**config.mk**
```make
export PLATFORM = sky130hd
export DESIGN_NAME = rmfb_backup
export DESIGN_NICKNAME = d
export VERILOG_FILES = /design/src/verilog/rmfb_pkg.sv /design/src/verilog/rmfb_trigger.sv /design/src/verilog/rmfb_backup.sv
export VERILOG_INCLUDE_DIRS = /design/src /design/src/verilog
export SDC_FILE = /design/constraint.sdc
export NUM_CORES = 1
export LEC_CHECK = 0
export BUFFER_PORTS_ARGS = -buffer_cell sky130_fd_sc_hd__buf_2
export CORE_MARGIN = 2
export CORE_UTILIZATION = 35
export CTS_CLUSTER_SIZE = 28
export DETAILED_ROUTE_END_ITERATION = 7
export HOLD_SLACK_MARGIN = 0.02
export PLACE_DENSITY_LB_ADDON = 0.2
export SETUP_SLACK_MARGIN = 0.02
export SYNTH_ARGS = -nofsm -noshare
export SYNTH_HDL_FRONTEND = slang
export SYNTH_HIERARCHICAL = 1
export SYNTH_SLANG_ARGS = --single-unit
```
**constraint.sdc**
```tcl
create_clock -name sys_clk -period 6.05 [get_ports sys_clk]
set_clock_uncertainty 0.2 [all_clocks]
set_input_delay 0.605 -clock sys_clk [delete_from_list [all_inputs] [get_ports sys_clk]]
set_output_delay 0.605 -clock sys_clk [all_outputs]
set_load 0.03 [all_outputs]
```
**src/verilog/rmfb_regs.svh**
```systemverilog
// Constants for the retained data-memory flash backup block
`ifndef RMFB_REGS_SVH
`define RMFB_REGS_SVH
`define RMFB_ADDR_W 15
`define RMFB_DATA_W 16
`define RMFB_RET_FIRST 15'h4E20
`define RMFB_RET_LAST 15'h7FFF
`define RMFB_RET_WORDS 15'h31E0
`define RMFB_SRC_W 3
`define RMFB_SRC_TOOL 3'h0
`define RMFB_SRC_XFER 3'h1
`define RMFB_SRC_TERM 3'h2
`define RMFB_SRC_PROG 3'h3
`define RMFB_SRC_UNIT 3'h4
`endif

```
**src/verilog/rmfb_pkg.sv**
```systemverilog
// Types for the retained data-memory flash backup block
package rmfb_pkg;
  typedef enum logic [4:0] {
    RMFB_IDLE = 5'h01,
    RMFB_RESTORE = 5'h02,
    RMFB_SAVE = 5'h04,
    RMFB_WAIT = 5'h08,
    RMFB_RUN = 5'h10
  } rmfb_state_t;
endpackage : rmfb_pkg

```
**src/verilog/rmfb_trigger.sv**
```systemverilog
// Save trigger decode from tagged data-memory writes
`timescale 1ns/1ps
`default_nettype none
`include "rmfb_regs.svh"
module rmfb_trigger (
  input wire logic wr_en,
  input wire logic [`RMFB_ADDR_W-1:0] wr_addr,
  input wire logic [`RMFB_SRC_W-1:0] wr_src,
  output logic hit
);
  logic in_range;
  logic src_ok;
  always_comb
  begin
    in_range = (wr_addr >= `RMFB_RET_FIRST) && (wr_addr <= `RMFB_RET_LAST);
    src_ok = (wr_src == `RMFB_SRC_TOOL) || (wr_src == `RMFB_SRC_XFER)
      || (wr_src == `RMFB_SRC_TERM);
    hit = wr_en && in_range && src_ok;
  end
endmodule : rmfb_trigger
`default_nettype wire

```
**src/verilog/rmfb_backup.sv**
```systemverilog
// Retained data-memory flash backup controller
`timescale 1ns/1ps
`default_nettype none
`include "rmfb_regs.svh"
module rmfb_backup (
  input wire logic sys_clk,
  input wire logic rst_n,
  input wire logic wr_en,
  input wire logic [`RMFB_ADDR_W-1:0] wr_addr,
  input wire logic [`RMFB_SRC_W-1:0] wr_src,
  output logic dm_req_ff,
  output logic dm_we_ff,
  output logic [`RMFB_ADDR_W-1:0] dm_addr_ff,
  output logic [`RMFB_DATA_W-1:0] dm_wdata_ff,
  input wire logic [`RMFB_DATA_W-1:0] dm_rdata,
  output logic fl_req_ff,
  output logic fl_we_ff,
  output logic [`RMFB_ADDR_W-1:0] fl_addr_ff,
  output logic [`RMFB_DATA_W-1:0] fl_wdata_ff,
  input wire logic [`RMFB_DATA_W-1:0] fl_rdata,
  input wire logic fl_done,
  input wire logic fl_err,
  output logic init_done_ff,
  output logic saving_ff,
  output logic flash_fail_ff
);
  // Flash handshake: fl_req held until fl_done; fl_err valid with fl_done.
  // Data memory answers reads in the same cycle that dm_req is high.
  rmfb_pkg::rmfb_state_t state_ff, nxt_state;
  logic [`RMFB_ADDR_W-1:0] idx_ff, nxt_idx;
  logic pend_ff, nxt_pend;
  logic restore_ff, nxt_restore;
  logic phase_ff, nxt_phase;
  logic nxt_dm_req, nxt_dm_we, nxt_fl_req, nxt_fl_we;
  logic [`RMFB_ADDR_W-1:0] nxt_dm_addr, nxt_fl_addr;
  logic [`RMFB_DATA_W-1:0] nxt_dm_wdata, nxt_fl_wdata;
  logic nxt_init_done, nxt_saving, nxt_fail;
  logic hit;
  logic last;

  rmfb_trigger u_trigger (
    .wr_en(wr_en),
    .wr_addr(wr_addr),
    .wr_src(wr_src),
    .hit(hit)
  );

  assign last = (idx_ff == `RMFB_RET_LAST);

  always_comb
  begin
    nxt_state = state_ff;
    nxt_idx = idx_ff;
    nxt_pend = pend_ff || hit;
    nxt_restore = restore_ff;
    nxt_phase = phase_ff;
    nxt_dm_req = 1'b0;
    nxt_dm_we = 1'b0;
    nxt_dm_addr = dm_addr_ff;
    nxt_dm_wdata = dm_wdata_ff;
    nxt_fl_req = fl_req_ff;
    nxt_fl_we = fl_we_ff;
    nxt_fl_addr = fl_addr_ff;
    nxt_fl_wdata = fl_wdata_ff;
    nxt_init_done = init_done_ff;
    nxt_saving = saving_ff;
    nxt_fail = flash_fail_ff;
    unique case (state_ff)
      rmfb_pkg::RMFB_IDLE:
      begin
        // Restore first; triggers seen meanwhile are kept pending
        nxt_idx = `RMFB_RET_FIRST;
        nxt_restore = 1'b1;
        nxt_fl_req = 1'b1;
        nxt_fl_we = 1'b0;
        nxt_fl_addr = `RMFB_RET_FIRST;
        nxt_state = rmfb_pkg::RMFB_WAIT;
      end
      rmfb_pkg::RMFB_RESTORE:
      begin
        nxt_dm_req = 1'b1;
        nxt_dm_we = 1'b1;
        nxt_dm_addr = idx_ff;
        nxt_dm_wdata = fl_rdata;
        if (last)
        begin
          nxt_init_done = 1'b1;
          nxt_state = rmfb_pkg::RMFB_RUN;
        end
        else
        begin
          nxt_idx = idx_ff + 15'h0001;
          nxt_fl_req = 1'b1;
          nxt_fl_we = 1'b0;
          nxt_fl_addr = idx_ff + 15'h0001;
          nxt_state = rmfb_pkg::RMFB_WAIT;
        end
      end
      rmfb_pkg::RMFB_WAIT:
      begin
        if (fl_done)
        begin
          nxt_fl_req = 1'b0;
          if (fl_err)
          begin
            nxt_fail = 1'b1;
          end
          if (restore_ff)
          begin
            nxt_state = rmfb_pkg::RMFB_RESTORE;
          end
          else if (last)
          begin
            nxt_saving = 1'b0;
            nxt_state = rmfb_pkg::RMFB_RUN;
          end
          else
          begin
            nxt_idx = idx_ff + 15'h0001;
            nxt_phase = 1'b0;
            nxt_state = rmfb_pkg::RMFB_SAVE;
          end
        end
      end
      rmfb_pkg::RMFB_SAVE:
      begin
        // Whole range copied word by word, read then program
        if (!phase_ff)
        begin
          nxt_dm_req = 1'b1;
          nxt_dm_addr = idx_ff;
          nxt_phase = 1'b1;
        end
        else
        begin
          nxt_fl_req = 1'b1;
          nxt_fl_we = 1'b1;
          nxt_fl_addr = idx_ff;
          nxt_fl_wdata = dm_rdata;
          nxt_state = rmfb_pkg::RMFB_WAIT;
        end
      end
      rmfb_pkg::RMFB_RUN:
      begin
        if (pend_ff)
        begin
          // Writes during a save re-arm one more full save
          nxt_pend = hit;
          nxt_restore = 1'b0;
          nxt_saving = 1'b1;
          nxt_idx = `RMFB_RET_FIRST;
          nxt_phase = 1'b0;
          nxt_state = rmfb_pkg::RMFB_SAVE;
        end
      end
      default:
      begin
        nxt_state = rmfb_pkg::RMFB_IDLE;
      end
    endcase
  end

  always_ff @(posedge sys_clk)
  begin
    if (!rst_n)
    begin
      state_ff <= rmfb_pkg::RMFB_IDLE;
      idx_ff <= `RMFB_RET_FIRST;
      pend_ff <= 1'b0;
      restore_ff <= 1'b0;
      phase_ff <= 1'b0;
      dm_req_ff <= 1'b0;
      dm_we_ff <= 1'b0;
      dm_addr_ff <= 15'h0000;
      dm_wdata_ff <= 16'h0000;
      fl_req_ff <= 1'b0;
      fl_we_ff <= 1'b0;
      fl_addr_ff <= 15'h0000;
      fl_wdata_ff <= 16'h0000;
      init_done_ff <= 1'b0;
      saving_ff <= 1'b0;
      flash_fail_ff <= 1'b0;
    end
    else
    begin
      state_ff <= nxt_state;
      idx_ff <= nxt_idx;
      pend_ff <= nxt_pend;
      restore_ff <= nxt_restore;
      phase_ff <= nxt_phase;
      dm_req_ff <= nxt_dm_req;
      dm_we_ff <= nxt_dm_we;
      dm_addr_ff <= nxt_dm_addr;
      dm_wdata_ff <= nxt_dm_wdata;
      fl_req_ff <= nxt_fl_req;
      fl_we_ff <= nxt_fl_we;
      fl_addr_ff <= nxt_fl_addr;
      fl_wdata_ff <= nxt_fl_wdata;
      init_done_ff <= nxt_init_done;
      saving_ff <= nxt_saving;
      flash_fail_ff <= nxt_fail;
    end
  end

  a_fail_sticky: assert property (@(posedge sys_clk) disable iff (!rst_n)
    flash_fail_ff |=> flash_fail_ff) else $error("Fail flag dropped");
  a_fail_on_err: assert property (@(posedge sys_clk) disable iff (!rst_n)
    (state_ff == rmfb_pkg::RMFB_WAIT && fl_done && fl_err) |=> flash_fail_ff)
    else $error("Flash error not flagged");
  a_trig_save: assert property (@(posedge sys_clk) disable iff (!rst_n)
    (hit && state_ff == rmfb_pkg::RMFB_RUN && !pend_ff) |=> ##1 saving_ff)
    else $error("Trigger did not start save");
  a_no_prog_trig: assert property (@(posedge sys_clk) disable iff (!rst_n)
    (wr_en && (wr_src == `RMFB_SRC_PROG || wr_src == `RMFB_SRC_UNIT)) |-> !hit)
    else $error("Program or unit write triggered");
  a_range_only: assert property (@(posedge sys_clk) disable iff (!rst_n)
    (wr_en && wr_addr < `RMFB_RET_FIRST) |-> !hit)
    else $error("Out of range write triggered");
  a_save_start: assert property (@(posedge sys_clk) disable iff (!rst_n)
    $rose(saving_ff) |-> dm_addr_ff == `RMFB_RET_FIRST || idx_ff == `RMFB_RET_FIRST)
    else $error("Save did not begin at range start");
  a_save_wr_range: assert property (@(posedge sys_clk) disable iff (!rst_n)
    (fl_req_ff && fl_we_ff) |-> fl_addr_ff >= `RMFB_RET_FIRST)
    else $error("Flash write outside range");
  a_restore_first: assert property (@(posedge sys_clk) disable iff (!rst_n)
    saving_ff |-> init_done_ff) else $error("Save before restore ended");
endmodule : rmfb_backup
`default_nettype wire

```
==> impl_metrics.tcl <==
set metrics [dict create \
    routed_wl_um 11300 \
    critPathArrivalTime_ps 2820 \
    syn_inst 532 \
    fin_crit_ps 2810 \
    p_clk_share_pct 38.0 \
    yosys_warnings 6 \
    grt_first_pass_wirelength_um 18100 \
    drcViolationCount 0 \
    ant_nets 0 \
    gp_congestion 0.793 \
    layout_common_cells "nand2_1 (130), buf_2 (118), dfxtp_1 (92)" \
    grt_use_total_pct 17.6 \
    slew_viol_final 0 \
    clkSlewWorstSetupHoldPaths_ps 70 \
    cts_hold_buffers 0 \
    insertion_delay_ps 340 \
    max_freq_ghz 0.356 \
    area_growth_pct 21.4 \
    dr_wl_met2_um 5120 \
    intPower_mw 1.01 \
    io-pin-count 124 \
    die_w_um 112 \
    num_rows 39 \
    reg2reg_from "idx_ff[0]" \
    crit_buf_inv 1 \
    critical_path_required_ps 6060 \
    cts_resized 0 \
    top_layer "met4" \
    cap_violations 0 \
    grt_pass1_vias 3714 \
    wl_met1_um 5100 \
    met3_length_um 893 \
    cts_tree "yes" \
    io_buffers 118 \
    synth-edff-count 0 \
    drt_iter0_markers 254 \
    clock-sinks 92 \
    fin_setup_tns_ps 0 \
    start_kind "flip-flop" \
    critical_path_class "flip-flop to flip-flop" \
    clockBufferDepth 2 \
    dieArea_um2 12600 \
    outcome "completed" \
    seqPwrFrac_pct 46.0 \
    syn_nets 588 \
    worst_path_max_delay_cell "nor3_1" \
    initial_core_util_pct 35.9 \
    crit_chain "ha_1 > nand3_1 > nor3_1 > a31oi_2 > buf_4 > o21ai_0 > a31oi_1" \
    die_h_um 112 \
    synth_top_area_share_pct 44.9 \
    p_leak_nw 2.01 \
    antenna_found_initial 0 \
    holdPathStages 2 \
    wl_per_cell_um 14.8 \
    ys_ff_latch 92 \
    layout.nets 673 \
    report.power.total_mw 1.43 \
    hold_path.class "flip-flop to flip-flop" \
    drive_above_1_share_pct 23.8 \
    worstMarginPinSlew_ps 1210 \
    synth_top_cell_by_area "dfxtp_1" \
    final-hold-violation-count 0 \
    synthFlopType "dfxtp_1" \
    hold_ws_ps 247 \
    worst-path-max-fanout 25 \
    place_hpwl_um 7440 \
    path_delay_family "simple AND/OR/NAND/NOR gates" \
    cts_setup_buffers 0 \
    p_comb_share_pct 16.0 \
    vias_per_cell 5.22 \
    min_delay_worst_endpoint "dm_addr_ff[8]" \
    reg2reg_depth 7 \
    dpl_cell_area_um2 4690 \
    r2r-end "fl_addr_ff[2]" \
    synth-async-reset-ratio_pct 0 \
    max_stage_delay_ps 570 \
    cts_root_buf "clkbuf_16" \
    switchingPower_uw 414 \
    power_density_nw_per_um2 286 \
    rsz0062_at_grt "no" \
    vias 3996 \
    fin_crit_sh_pct 46.5 \
    p_sw_share_pct 29.1 \
    critPathCaptureType "flip-flop" \
    overflow 0 \
    ir_drop_v 0.000119 \
    cts.htree.levels 3 \
    min_from "dm_addr_ff[8]" \
    finalSetupViolCount 0 \
    synthTopCellsByArea "dfxtp_1 (45%), nand2_1 (12%), a21oi_1 (9.9%)" \
    diodes 0 \
    synth.distinct_cells 52 \
    syn_area_per_cell_um2 7.70 \
    grt_max_degree 67 \
    tritoncts.num_buffers 9 \
    layout_commonest_cell "nand2_1" \
    core-area_um2 11400 \
    firstDrtPassIters 4 \
    reg2reg_slack_ps 3240 \
    synth_area_um2 4100 \
    maxSlewHeadroom_pct 18.9 \
    yosysSeqAreaShare_pct 44.9 \
    final_area_um2 4970 \
]
[layout make-up]
type                    count  area (um^2)
multi-input cells         385         2020
clock buffers              12          256
flip-flops and latches     92         1840
fillers                  1182         6440
well taps                 143          179
clock inverters             4         32.5
repair buffers            121          613
inverters                   8         30.0
[how the worst max path moves through the flow]
stage          startpoint            end  slack, ps  cells past startpoint
2_1_floorplan   idx_ff[0]      idx_ff[9]       3860                      8
3_3_place_gp    idx_ff[0]    state_ff[2]       3350                      6
3_5_place_dp    idx_ff[0]  fl_addr_ff[2]       3320                      7
4_1_cts         idx_ff[0]  fl_addr_ff[2]       3270                      7
5_1_grt         idx_ff[0]  fl_addr_ff[4]       3030                      7
6_report        idx_ff[0]  fl_addr_ff[2]       3240                      7
[power groups by stage]
stage / Combinational, mW / Clock, mW / Sequential (mW)
2_1_floorplan: 0.119 / 0 / 0.705
3_3_place_gp: 0.224 / 0 / 0.667
3_5_place_dp: 0.228 / 0 / 0.668
4_1_cts: 0.229 / 0.553 / 0.655
5_1_grt: 0.248 / 0.581 / 0.658
6_report: 0.229 / 0.541 / 0.656
[worst min-delay path: cells and delay by family (launching register included)]
kind / cells / cell delay, ps
simple gates: 1 / 50
flops: 1 / 310
compound gates: 1 / 50
[sequential cells by signal, indices dropped and copies added, names as in the netlist, 5 cells and up]
signal	count
dm_wdata_ff	16
state_ff	5
dm_addr_ff	15
fl_wdata_ff	16
idx_ff	15
fl_addr_ff	15
[synth_stat cells (3+ instances only)]
cell      instances
clkbuf_1         24
nand4_1           3
nand2_2           3
xor2_1            3
nand2b_1          5
a31oi_1           5
nor2_1           25
o21ai_0          30
nor3b_1           3
and2_1            3
a21oi_1          81
o22ai_1           9
o211ai_1          5
and3_1            8
nand3b_1          5
o21a_1            3
inv_1             8
nor4_1            6
buf_2            20
nand3_1          17
nand2_1         130
a22oi_1           4
o32a_1            4
dfxtp_1          92
[through the flow]
| stage | setup WS, ps | std cells | util [%] |
|---|---|---|---|
| final | 3240 | 765 | 43.6 |
| after global placement | 3350 | 749 | 41.0 |
| after floorplan | 3860 | 532 | - |
| after CTS | 3270 | 765 | 43.6 |
| after global routing | 3030 | 765 | 43.6 |
| after detailed placement | 3320 | 749 | 41.0 |
[cell families after synthesis]
logic type / after synthesis / share of synthesized area (%)
buf+inv: 55 / 6.11
xor+xnor: 3 / 0.641
simple gates: 225 / 25.9
compound gates: 156 / 22.1
fa+ha+maj: 1 / 0.305
flops: 92 / 44.9
[routing by layer]
layer  vias to the layer above  GRT usage (%)
li1                       2020              -
met1                      1846           22.2
met2                       115           28.6
met3                        15           5.40
met4                         0           5.77
met5                         -              0
No activity file was read; power rests on OpenSTA's default activity.
